File: config.mk
export PLATFORM = sky130hd
export DESIGN_NAME = can_mode_failsafe
export DESIGN_NICKNAME = d
export VERILOG_FILES = /design/src/can_failsafe_pkg.sv /design/src/can_mode_failsafe.sv /design/src/evt_buffer.sv /design/src/sync2.sv
export SDC_FILE = /design/constraint.sdc
export NUM_CORES = 1
export LEC_CHECK = 0
export CAP_MARGIN = 20
export CELL_PAD_IN_SITES_DETAIL_PLACEMENT = 2
export CELL_PAD_IN_SITES_GLOBAL_PLACEMENT = 2
export CORE_MARGIN = 2
export CORE_UTILIZATION = 42
export CTS_CLUSTER_SIZE = 14
export DETAILED_ROUTE_END_ITERATION = 7
export DONT_BUFFER_PORTS = 1
export GPL_TIMING_DRIVEN = 0
export PLACE_DENSITY = 0.84
export SETUP_SLACK_MARGIN = 0.5
export SYNTH_ARGS = -nofsm -noshare
export SYNTH_HDL_FRONTEND = slang
export SYNTH_HIERARCHICAL = 1
export SYNTH_SLANG_ARGS = --single-unit
File: constraint.sdc
create_clock -name clk_sys -period 4.35 [get_ports clk_sys]
set_input_delay 0.87 -clock clk_sys [delete_from_list [all_inputs] [get_ports clk_sys]]
set_output_delay 0.87 -clock clk_sys [all_outputs]
set_load 0.05 [all_outputs]
File: src/can_failsafe_pkg.sv
// Functional notes
// - Enable high, silent low: Normal; drive dominant on transmit low, else recessive.
// - Enable high, silent high: transmitter off, bus recessive, receiver keeps working.
// - Enable low: Off mode; bus outputs and receive output float, inputs ignored.
// - Normal and Silent: receive output low on dominant bus, high on recessive.
// - Transmit low starts timer; too long a low disables transmitter, bus recessive.
// - Transmit high clears the timer and re-enables transmission.
// - Floating transmit reads high; floating silent and enable read low.
// - Either undervoltage flag switches device off, zero load, until both recover.
// - Overtemperature disables drivers until flag clears and transmit is high again.
package can_failsafe_pkg;

   typedef enum logic [1:0] {
      MODE_OFF,
      MODE_NORMAL,
      MODE_SILENT,
      MODE_UNDERVOLT
   } mode_t;

   // Clock and timing
   localparam int  CLK_HZ             = 10_000_000;
   localparam int  US_PER_S           = 1_000_000;
   localparam int  DOM_TIMEOUT_US     = 1000;
   localparam int  DOM_TIMEOUT_CYC    = DOM_TIMEOUT_US * (CLK_HZ / US_PER_S);
   localparam int  MIN_BIT_RATE_BPS   = 20_000;

   // Register byte addresses
   localparam logic [3:0] ADDR_CTRL   = 4'h0;
   localparam logic [3:0] ADDR_STATUS = 4'h4;
   localparam logic [3:0] ADDR_EVENT  = 4'h8;
   localparam logic [3:0] ADDR_TCOUNT = 4'hC;

   // Control fields
   localparam int  CTRL_TOUT_EN_BIT   = 0;
   localparam int  CTRL_FORCE_SIL_BIT = 1;
   localparam logic CTRL_TOUT_EN_RST  = 1'b1;
   localparam logic CTRL_FORCE_SIL_RST = 1'b0;

   // Status fields
   localparam int  ST_MODE_LSB        = 0;
   localparam int  ST_TOUT_LOCK_BIT   = 2;
   localparam int  ST_THERM_LOCK_BIT  = 3;
   localparam int  ST_TXD_BIT         = 4;
   localparam int  ST_BUS_DOM_BIT     = 5;

   // Event word
   localparam int  EVT_NUM            = 4;
   localparam int  EVT_CODE_W         = 2;
   localparam int  EVT_VALID_BIT      = 8;
   localparam logic [1:0] EVT_TOUT    = 2'h0;
   localparam logic [1:0] EVT_THERM   = 2'h1;
   localparam logic [1:0] EVT_UV      = 2'h2;
   localparam logic [1:0] EVT_MODE    = 2'h3;

   // Synchroniser reset levels: txd, silent, enable, bus, uv_vcc, uv_vio, ot
   localparam int  SYNC_W             = 7;
   localparam logic [6:0] SYNC_INIT  = 7'h01;

endpackage : can_failsafe_pkg

File: src/can_mode_failsafe.sv
// Our own choices: register access over Wishbone and the register addresses.
`timescale 1ns/10ps
module can_mode_failsafe
   import can_failsafe_pkg::*;
#(
   parameter int dominant_timeout_period = DOM_TIMEOUT_CYC,
   parameter int EVT_DEPTH               = 2
) (
   // Clock and reset
   input  wire logic        clk_sys,
   input  wire logic        reset_n,
   // Controller side pins
   input  wire logic        txd_pin,
   input  wire logic        silent_pin,
   input  wire logic        enable_pin,
   output logic             rxd_out,
   output logic             rxd_oe,
   // Line side
   input  wire logic        bus_dom_pin,
   output logic             can_drive_dom,
   output logic             can_bias_en,
   // Supply and thermal flags
   input  wire logic        uv_vcc_pin,
   input  wire logic        uv_vio_pin,
   input  wire logic        overtemp_pin,
   // Wishbone slave
   input  wire logic        wb_cyc_i,
   input  wire logic        wb_stb_i,
   input  wire logic        wb_we_i,
   input  wire logic [3:0]  wb_adr_i,
   input  wire logic [3:0]  wb_sel_i,
   input  wire logic [31:0] wb_dat_i,
   output logic      [31:0] wb_dat_o,
   output logic             wb_ack_o
);

   localparam int TW = $clog2(dominant_timeout_period + 1);

   // Synchronised pins
   logic [SYNC_W-1:0] pins_raw;
   logic [SYNC_W-1:0] pins_s;
   logic              txd_s;
   logic              silent_s;
   logic              enable_s;
   logic              bus_dom_s;
   logic              uv_vcc_s;
   logic              uv_vio_s;
   logic              ot_s;

   // Control registers
   logic              tout_en_ff;
   logic              force_sil_ff;

   // Protection state
   logic [TW-1:0]     tcount_ff;
   logic              tout_lock_ff;
   logic              therm_lock_ff;
   logic              undervolt;
   mode_t             mode;
   mode_t             mode_ff;

   // Next values of the output registers
   logic              nxt_drive_dom;
   logic              nxt_bias_en;
   logic              nxt_rxd;
   logic              nxt_rxd_oe;

   // Events
   logic [EVT_NUM-1:0]    evt_set;
   logic [EVT_NUM-1:0]    evt_pend_ff;
   logic [EVT_NUM-1:0]    evt_pick;
   logic [EVT_CODE_W-1:0] evt_code;
   logic                  evt_in_ready;
   logic                  evt_out_valid;
   logic [EVT_CODE_W-1:0] evt_out_data;
   logic                  evt_pop;
   logic                  tout_lock_d_ff;
   logic                  therm_lock_d_ff;
   logic                  uv_d_ff;

   // Bus access
   logic              access;
   logic              wr_access;
   logic              rd_access;
   logic [31:0]       nxt_rdata;

   // Pin synchronisation; reset levels give the safe Off state with bias disabled
   assign pins_raw = {overtemp_pin, uv_vio_pin, uv_vcc_pin, bus_dom_pin,
                      enable_pin, silent_pin, txd_pin};

   sync2 #(
      .W    (SYNC_W),
      .INIT (SYNC_INIT)
   ) u_sync (
      .clk_sys  (clk_sys),
      .reset_n  (reset_n),
      .async_in (pins_raw),
      .sync_out (pins_s)
   );

   assign txd_s     = pins_s[0];
   assign silent_s  = pins_s[1];
   assign enable_s  = pins_s[2];
   assign bus_dom_s = pins_s[3];
   assign uv_vcc_s  = pins_s[4];
   assign uv_vio_s  = pins_s[5];
   assign ot_s      = pins_s[6];

   // Either supply low switches the device off
   assign undervolt = uv_vcc_s || uv_vio_s;

   // Mode decode
   always_comb begin
      if (undervolt) begin
         mode = MODE_UNDERVOLT;
      end else if (!enable_s) begin
         mode = MODE_OFF;
      end else if (silent_s || force_sil_ff) begin
         mode = MODE_SILENT;
      end else begin
         mode = MODE_NORMAL;
      end
   end

   always_ff @(posedge clk_sys or negedge reset_n) begin
      if (!reset_n) begin
         mode_ff <= MODE_OFF;
      end else begin
         mode_ff <= mode;
      end
   end

   // Dominant time-out counter
   // Counts every cycle of a low transmit level; saturates at the period.
   always_ff @(posedge clk_sys or negedge reset_n) begin
      if (!reset_n) begin
         tcount_ff <= '0;
      end else if (txd_s) begin
         tcount_ff <= '0;
      end else if (tcount_ff != TW'(dominant_timeout_period)) begin
         tcount_ff <= tcount_ff + TW'(1);
      end
   end

   // Lock once the low level outlasts the period; released by a high level
   always_ff @(posedge clk_sys or negedge reset_n) begin
      if (!reset_n) begin
         tout_lock_ff <= 1'b0;
      end else if (txd_s) begin
         tout_lock_ff <= 1'b0;
      end else if (tout_en_ff &&
                   tcount_ff == TW'(dominant_timeout_period)) begin
         tout_lock_ff <= 1'b1;
      end
   end

   // Thermal lock: set wins; clear needs cool die and recessive transmit
   always_ff @(posedge clk_sys or negedge reset_n) begin
      if (!reset_n) begin
         therm_lock_ff <= 1'b0;
      end else if (ot_s) begin
         therm_lock_ff <= 1'b1;
      end else if (txd_s) begin
         therm_lock_ff <= 1'b0;
      end
   end

   // Line and receive output decisions
   always_comb begin
      nxt_drive_dom = 1'b0;
      nxt_bias_en   = 1'b0;
      nxt_rxd       = 1'b1;
      nxt_rxd_oe    = 1'b0;
      case (mode)
         MODE_NORMAL: begin
            nxt_bias_en   = 1'b1;
            nxt_drive_dom = !txd_s && !tout_lock_ff
                            && !therm_lock_ff;
            nxt_rxd       = !bus_dom_s;
            nxt_rxd_oe    = 1'b1;
         end
         MODE_SILENT: begin
            nxt_bias_en   = 1'b1;
            nxt_drive_dom = 1'b0;
            nxt_rxd       = !bus_dom_s;
            nxt_rxd_oe    = 1'b1;
         end
         MODE_OFF: begin
            nxt_bias_en   = 1'b0;
            nxt_rxd_oe    = 1'b0;
         end
         MODE_UNDERVOLT: begin
            nxt_bias_en   = 1'b0;
            nxt_rxd_oe    = 1'b0;
         end
         default: begin
            nxt_bias_en   = 1'b0;
            nxt_rxd_oe    = 1'b0;
         end
      endcase
   end

   always_ff @(posedge clk_sys or negedge reset_n) begin
      if (!reset_n) begin
         can_drive_dom <= 1'b0;
         can_bias_en   <= 1'b0;
         rxd_out       <= 1'b1;
         rxd_oe        <= 1'b0;
      end else begin
         can_drive_dom <= nxt_drive_dom;
         can_bias_en   <= nxt_bias_en;
         rxd_out       <= nxt_rxd;
         rxd_oe        <= nxt_rxd_oe;
      end
   end

   // Event detection: rising edges of the locks, undervoltage and mode change
   always_ff @(posedge clk_sys or negedge reset_n) begin
      if (!reset_n) begin
         tout_lock_d_ff  <= 1'b0;
         therm_lock_d_ff <= 1'b0;
         uv_d_ff         <= 1'b0;
      end else begin
         tout_lock_d_ff  <= tout_lock_ff;
         therm_lock_d_ff <= therm_lock_ff;
         uv_d_ff         <= undervolt;
      end
   end

   always_comb begin
      evt_set            = '0;
      evt_set[EVT_TOUT]  = tout_lock_ff && !tout_lock_d_ff;
      evt_set[EVT_THERM] = therm_lock_ff && !therm_lock_d_ff;
      evt_set[EVT_UV]    = undervolt && !uv_d_ff;
      evt_set[EVT_MODE]  = (mode != mode_ff);
   end

   function automatic logic [EVT_NUM-1:0] lowest(input logic [EVT_NUM-1:0] v);
      lowest = v & (~v + EVT_NUM'(1));
   endfunction : lowest

   function automatic logic [EVT_CODE_W-1:0] encode(input logic [EVT_NUM-1:0] v);
      encode = '0;
      for (int i = 0; i < EVT_NUM; i++) begin
         if (v[i]) begin
            encode = EVT_CODE_W'(i);
         end
      end
   endfunction : encode

   assign evt_pick = lowest(evt_pend_ff);
   assign evt_code = encode(evt_pick);

   // Pending flags wait for buffer room; a new event beats its own clear
   always_ff @(posedge clk_sys or negedge reset_n) begin
      if (!reset_n) begin
         evt_pend_ff <= '0;
      end else begin
         evt_pend_ff <= (evt_pend_ff & ~(evt_in_ready ? evt_pick : '0))
                        | evt_set;
      end
   end

   evt_buffer #(
      .W     (EVT_CODE_W),
      .DEPTH (EVT_DEPTH)
   ) u_evt (
      .clk_sys   (clk_sys),
      .reset_n   (reset_n),
      .in_valid  (evt_pend_ff != '0),
      .in_ready  (evt_in_ready),
      .in_data   (evt_code),
      .out_valid (evt_out_valid),
      .out_ready (evt_pop),
      .out_data  (evt_out_data)
   );

   // Wishbone classic slave: answer one cycle after the request
   assign access    = wb_cyc_i && wb_stb_i && !wb_ack_o;
   assign wr_access = access && wb_we_i;
   assign rd_access = access && !wb_we_i;
   assign evt_pop   = rd_access && (wb_adr_i == ADDR_EVENT);

   always_ff @(posedge clk_sys or negedge reset_n) begin
      if (!reset_n) begin
         wb_ack_o <= 1'b0;
      end else begin
         wb_ack_o <= access;
      end
   end

   always_ff @(posedge clk_sys or negedge reset_n) begin
      if (!reset_n) begin
         tout_en_ff   <= CTRL_TOUT_EN_RST;
         force_sil_ff <= CTRL_FORCE_SIL_RST;
      end else if (wr_access && wb_adr_i == ADDR_CTRL && wb_sel_i[0]) begin
         tout_en_ff   <= wb_dat_i[CTRL_TOUT_EN_BIT];
         force_sil_ff <= wb_dat_i[CTRL_FORCE_SIL_BIT];
      end
   end

   always_comb begin
      nxt_rdata = '0;
      case (wb_adr_i)
         ADDR_CTRL: begin
            nxt_rdata[CTRL_TOUT_EN_BIT]   = tout_en_ff;
            nxt_rdata[CTRL_FORCE_SIL_BIT] = force_sil_ff;
         end
         ADDR_STATUS: begin
            nxt_rdata[ST_MODE_LSB +: 2]   = mode_ff;
            nxt_rdata[ST_TOUT_LOCK_BIT]   = tout_lock_ff;
            nxt_rdata[ST_THERM_LOCK_BIT]  = therm_lock_ff;
            nxt_rdata[ST_TXD_BIT]         = txd_s;
            nxt_rdata[ST_BUS_DOM_BIT]     = bus_dom_s;
         end
         ADDR_EVENT: begin
            nxt_rdata[EVT_CODE_W-1:0]     = evt_out_data;
            nxt_rdata[EVT_VALID_BIT]      = evt_out_valid;
         end
         ADDR_TCOUNT: begin
            nxt_rdata[TW-1:0]             = tcount_ff;
         end
         default: begin
            nxt_rdata = '0;
         end
      endcase
   end

   always_ff @(posedge clk_sys or negedge reset_n) begin
      if (!reset_n) begin
         wb_dat_o <= '0;
      end else if (rd_access) begin
         wb_dat_o <= nxt_rdata;
      end
   end

endmodule : can_mode_failsafe

File: src/evt_buffer.sv
`timescale 1ns/10ps
module evt_buffer #(
   parameter int W     = 2,
   parameter int DEPTH = 2
) (
   // Clock and reset
   input  wire logic         clk_sys,
   input  wire logic         reset_n,
   // Fill side
   input  wire logic         in_valid,
   output logic              in_ready,
   input  wire logic [W-1:0] in_data,
   // Drain side
   output logic              out_valid,
   input  wire logic         out_ready,
   output logic      [W-1:0] out_data
);

   localparam int PW = $clog2(DEPTH);
   localparam int CW = $clog2(DEPTH + 1);

   logic [W-1:0]  mem_ff [DEPTH];
   logic [PW-1:0] wr_ff;
   logic [PW-1:0] rd_ff;
   logic [CW-1:0] cnt_ff;
   logic          push;
   logic          pop;

   assign in_ready  = (cnt_ff != CW'(DEPTH));
   assign out_valid = (cnt_ff != '0);
   assign out_data  = mem_ff[rd_ff];
   assign push      = in_valid && in_ready;
   assign pop       = out_valid && out_ready;

   function automatic logic [PW-1:0] bump(input logic [PW-1:0] p);
      bump = (p == PW'(DEPTH - 1)) ? '0 : p + PW'(1);
   endfunction : bump

   always_ff @(posedge clk_sys) begin
      if (push) begin
         mem_ff[wr_ff] <= in_data;
      end
   end

   always_ff @(posedge clk_sys or negedge reset_n) begin
      if (!reset_n) begin
         wr_ff  <= '0;
         rd_ff  <= '0;
         cnt_ff <= '0;
      end else begin
         if (push) begin
            wr_ff <= bump(wr_ff);
         end
         if (pop) begin
            rd_ff <= bump(rd_ff);
         end
         cnt_ff <= cnt_ff + CW'(push) - CW'(pop);
      end
   end

endmodule : evt_buffer

File: src/sync2.sv
`timescale 1ns/10ps
module sync2 #(
   parameter int         W    = 1,
   parameter logic [W-1:0] INIT = '0
) (
   // Clock and reset
   input  wire logic         clk_sys,
   input  wire logic         reset_n,
   // Data
   input  wire logic [W-1:0] async_in,
   output logic      [W-1:0] sync_out
);

   logic [W-1:0] meta_ff;

   always_ff @(posedge clk_sys or negedge reset_n) begin
      if (!reset_n) begin
         meta_ff  <= INIT;
         sync_out <= INIT;
      end else begin
         meta_ff  <= async_in;
         sync_out <= meta_ff;
      end
   end

endmodule : sync2

# == Word-level counts from Yosys, hierarchy flattened ==
# Memory sizes are Yosys's and may differ from the RTL's.
# Cells that the tools add are included.
# totals
reg_bits,63
ram_bits,4
input_bits,52
mem_count,1
# memory_table
name,depth,width,rd,rd_clocked_by_memory_dff,wr,line,text
u_evt.mem_ff,2,2,1,0,1,evt_buffer.sv:22,logic [W-1:0] mem_ff [DEPTH];
# classes
add_sub_neg,6
eq_ne,10
mux,25
bitwise,5
n_reduce_logical,35
# ops
op,count
2-to-1 mux 14 bit,2
logical AND 1 bit,15
"adder 14 x 1 -> 14 bit, second input constant",1
"== test 14 bit, second input constant",1
"!= test 14 bit, second input constant",1
2-to-1 mux 2 bit,6
2-to-1 mux 1 bit,11
zero test 1 bit,9
bitwise AND 4 bit,2
"== test 4 bit, second input constant",2
inverter 4 bit,2
one-hot mux 2 bit (4 select lines),1
one-hot mux 4 bit (2 select lines),1
nonzero test 2 bit,4
2-to-1 mux 5 bit,1
"adder 4 x 1 -> 4 bit, second input constant",1
"== test 2 bit, second input constant",2
"== test 4 x 3 -> 1 bit, second input constant",1
zero test 4 bit,1
2-to-1 mux 4 bit,1
bitwise OR 4 bit,1
one-hot mux 1 bit (2 select lines),2
nonzero test 4 bit,1
OR reduction 2 bit,2
8 further kinds,10

# == Longest topological paths before layout ==
# depth
word_depth,7
depth_mapped,9

# == By module ==
# Netlist, hierarchy kept.
# by_module_without_submodules
module,instances,cells_each,area_each_um2,seq_area_each_um2
can_mode_failsafe,1,219,2250.9,1128.6
sync2,1,14,352.8,352.8
evt_buffer,1,23,341.6,220.2

# == Worst setup path before layout ==
# No wires, ideal clock.
# synth_timing
path_kind,input to register
start,input port wb_we_i
end,register u_evt.cnt_ff[1]
setup_time_ps,123
arrival_ps,2241
required_ps,4227
path_slack_ps,1986
stages,9
cell_sequence,nand4bb_1 > buf_2 > and4bb_2 > and2_4 > ha_1 > inv_1 > ha_1 > xnor2_1 > xnor2_1
# synth_between
elab_chain_len,5
# synth_rtl
element,line,text
start: declaration,can_mode_failsafe.sv:29,"input wire logic wb_we_i,"
zero test 1 bit,can_mode_failsafe.sv:281,assign rd_access = access && !wb_we_i;
logical AND 1 bit,can_mode_failsafe.sv:281,
logical AND 1 bit,can_mode_failsafe.sv:282,assign evt_pop = rd_access && (wb_adr_i == ADDR_EVENT);
net evt_pop,can_mode_failsafe.sv:76,logic evt_pop;
logical AND 1 bit,evt_buffer.sv:33,assign pop = out_valid && out_ready;
net u_evt.pop,evt_buffer.sv:27,logic pop;
subtractor 2 x 1 -> 2 bit,evt_buffer.sv:57,cnt_ff <= cnt_ff + CW'(push) - CW'(pop);
end signal: assignment,evt_buffer.sv:57,
end: declaration,evt_buffer.sv:25,logic [CW-1:0] cnt_ff;
# The timed path passes the listed nets, and every way through them passes these cells.
# A chain may end at the register's enable or synchronous reset.

# == Worst setup path after layout ==
# layout_timing
start,register wb_ack_o
end,register u_evt.cnt_ff[1]
# layout_between
elab_chain_len,6
# layout_rtl
element,line,text
start: declaration,can_mode_failsafe.sv:34,output logic wb_ack_o
start signal: assignment,can_mode_failsafe.sv:288,wb_ack_o <= access;
zero test 1 bit,can_mode_failsafe.sv:279,assign access = wb_cyc_i && wb_stb_i && !wb_ack_o;
logical AND 1 bit,can_mode_failsafe.sv:279,
logical AND 1 bit,can_mode_failsafe.sv:281,
logical AND 1 bit,can_mode_failsafe.sv:282,
net evt_pop,can_mode_failsafe.sv:76,
logical AND 1 bit,evt_buffer.sv:33,
net u_evt.pop,evt_buffer.sv:27,
subtractor 2 x 1 -> 2 bit,evt_buffer.sv:57,
# The timed path passes the listed nets, and every way through them passes these cells.

==> summary.md <==
| Metric | Value |
|---|---|
| Status | `finished, final reports clean` |
| DP HPWL | `4740 um` |
| Final hold vios | `0` |
| Startpoint types | `flop` |
| Element type at the critical path end | `flop` |
| Post-Syn Area | `2950 sq um` |
| Req. time, crit path | `4.61 ns` |
| FILL cells | `668` |
| Sequential share of the synthesized area | `57.8%` |
| Worst skew pair latency | `0.34 ns` |
| ANT cells | `0` |
| RSZ-0062 raised after global routing | `no` |
| Clock share of power | `31.9%` |
| DIE WIDTH | `87.7 um` |
| Final Max Slew Viols | `0` |
| Vias in the first global route | `2209` |
| Chip height | `87.7 um` |
| Largest net degree at the start of global routing | `64` |
| P_sw | `437 uW` |
| Top-count cell post-synth | `dfrtp_1` |
| Mapped Cells | `256` |
| Routed WL per cell | `17.0 um` |
| Post-synth top area share | `50.1%` |
| CTS Hold Bufs | `0` |
| Placer Congestion | `0.783` |
| First-pass GRT wire length | `10900 um` |
| Drt pass-1 iters | `4` |
| Vias | `1970` |
| Tmin final | `2.33 ns` |
| Gate power share | `15.0%` |
| TritonCTS clock tree | `done` |
| Num Clock Sinks | `67` |
| CP Cell Sequence | `nand4bb_1, buf_2, and4bb_2, and2_4, ha_1, inv_1, ha_1, xnor2_1, xnor2_1` |
| P&R area growth vs syn | `12.2%` |
| Hold crit path type | `input port to async pin` |
| Cts bufs inserted | `9` |
| Highest cell delay on the worst timing path | `0.65 ns` |
| Nets | `340` |
| Worst Path Max Fanout | `10` |
| Leak | `0.00152 uW` |
| Starting Density | `43.4%` |
| Total GRT Usage | `18.8%` |
| WS Path Type | `flop to flop` |
| Critical-path top delay cell | `dfrtp_1` |
| Final ANT Viol Nets | `0` |
| GR Overflow Total | `0` |
| Post-synth top area cell | `dfrtp_1` |
| Maximum vdd drop | `264 uV` |
| Post-layout util | `48.6%` |
| Routed WL | `6530 um` |
| Synth cell count leaders | `dfrtp_1 (59), nand2_1 (23), nor2_1 (22)` |
| Row count | `30` |
| Drt drc | `0` |
| Max Root-Sink Buffers | `2` |
| Synth area leaders | `dfrtp_1 (50%), buf_4 (5.4%), edfxtp_1 (4.1%)` |
| Via density | `5.12` |
| Final setup TNS | `0 ns` |
| Unique masters post-synth | `54` |
| Max frequency | `429 MHz` |
| CTS resizes | `0` |
| Core outline area | `6790 sq um` |
| Number of DRC markers in iteration 0 | `30` |
| Sequential share of power | `53.1%` |
| Yosys warns | `6` |
| Share of post-route cells with drive strength above 1 | `20.4%` |
| PwrDens | `435 nW/um^2` |
| Final Cycle Share | `53.6%` |
| IO Count | `89` |
| Fin Clk Skew | `0.00762 ns` |
| DIE AREA | `7700 sq um` |
| Max cap viols | `0` |
| Primary FF master, synth | `dfrtp_1` |
| Post-Place Cell Area | `3130 sq um` |
| Antenna violations before repair | `0` |
| CTS clock-pin slew for the worst setup and hold paths | `0.08 ns` |
| Seq. cell area | `1700 sq um` |
| Port bufs | `0` |
| CTS H-tree lvls | `3` |
| Critical path arrival | `2.60 ns` |
| Multi-input logic area | `1080 sq um` |
| Switching Share | `30.4%` |
| Final Cell Area | `3300 sq um` |
| FFs w/ async S/R, synth | `94.0%` |
| Int Pwr | `1000 uW` |
| Endpoints failing setup | `0` |
| Avg Cell Area, Syn | `11.5 sq um` |
| Post-synth EDFFs | `4` |
| Post-CTS Setup Repair Bufs | `0` |
| Seq cells post-synth | `67` |
| Clock root cell | `clkbuf_8` |
==> cells by family (layout without fill, tap and decap cells) <==
group	Yosys count	after routing	synth area share [%]
xor+xnor	14	14	4.16
mux	6	6	2.25
other cells	1	18	0.127
buf+inv	39	55	7.73
simple gates	86	86	16.9
compound gates	39	39	9.35
fa+ha+maj	4	4	1.70
flops	67	67	57.8
==> area by class of cell <==
type / count / area share (%)
Buffer: 26 / 5.41
Clock buffer: 9 / 3.75
Clock inverter: 7 / 1.55
Inverter: 13 / 1.48
Multi-Input combinational cell: 167 / 32.7
Sequential cell: 67 / 51.5
Tap cell: 96 / 3.63
==> stage by stage <==
stage | std cells | hold WS (ns) | setup WS [ns] | total power, uW
after global placement | 369 | 0.332 | 1.90 | 974
after floorplan | 273 | 0.331 | 1.99 | 943
after detailed placement | 369 | 0.336 | 1.86 | 992
final | 385 | 0.210 | 2.02 | 1440
after CTS | 385 | 0.186 | 2.00 | 1460
after global routing | 385 | 0.183 | 1.86 | 1520
==> path summary, 6_finish.rpt <==
| path | slack (ns) | depth (start not counted) | endpoint | from |
|---|---|---|---|---|
| min in group clk_sys | 0.35 | 0 | u_sync/sync_out[4] | u_sync/meta_ff[4] |
| max in group asynchronous | 3.94 | 0 | u_sync/meta_ff[0] | reset_n |
| worst min-delay path | 0.21 | 0 | u_sync/meta_ff[4] | reset_n |
| worst max register to register | 2.02 | 9 | u_evt/cnt_ff[1] | wb_ack_o |
| worst min register to register | 0.35 | 0 | u_sync/sync_out[4] | u_sync/meta_ff[4] |
| worst max-delay path | 2.02 | 9 | u_evt/cnt_ff[1] | wb_ack_o |
==> critical path, delay by kind of cell (launching register included) <==
family / cells / cell delay (ns)
XOR/XNOR: 2 / 0.30
adder cells (fa/ha/maj): 2 / 0.45
buffers and inverters: 2 / 0.26
AND/OR/NAND/NOR: 3 / 0.60
flip-flops: 1 / 0.65
==> per-layer routing <==
metal,share of wire (%),global-route usage (%)
met3,5.8,6.69
met5,0,0
met1,42,22.2
met2,50,31.4
met4,2.0,7.13
==> power by group through the flow <==
stage / Sequential, uW / Combinational, uW / Clock (uW)
finish: 763 / 216 / 459
detailed placement: 774 / 218 / 0
CTS: 764 / 220 / 479
floorplan: 759 / 184 / 0
global placement: 768 / 206 / 0
global route: 772 / 248 / 503
==> sequential cells by signal (all words and copies together), names as in the netlist, 2 cells and up <==
register         cells
evt_pend_ff          4
mode_ff              2
tcount_ff           14
u_evt/cnt_ff         2
u_evt/mem_ff         4
u_sync/meta_ff       7
u_sync/sync_out      7
wb_dat_o            14
==> placed cells by master, fill, tap and decap left out, types with 4 or more instances in the layout <==
cell and count:
dfrtp_1 59, nand2_1 23, nor2_1 22, buf_4 21, conb_1 18, o21ai_0 14
inv_1 13, clkbuf_8 9, xnor2_1 8, and3_1 7, a22o_1 7, xor2_1 6
a22oi_1 5, a21oi_1 4, ha_1 4, dfstp_2 4, edfxtp_1 4
Note: power is estimated with default switching activity, not from simulation.
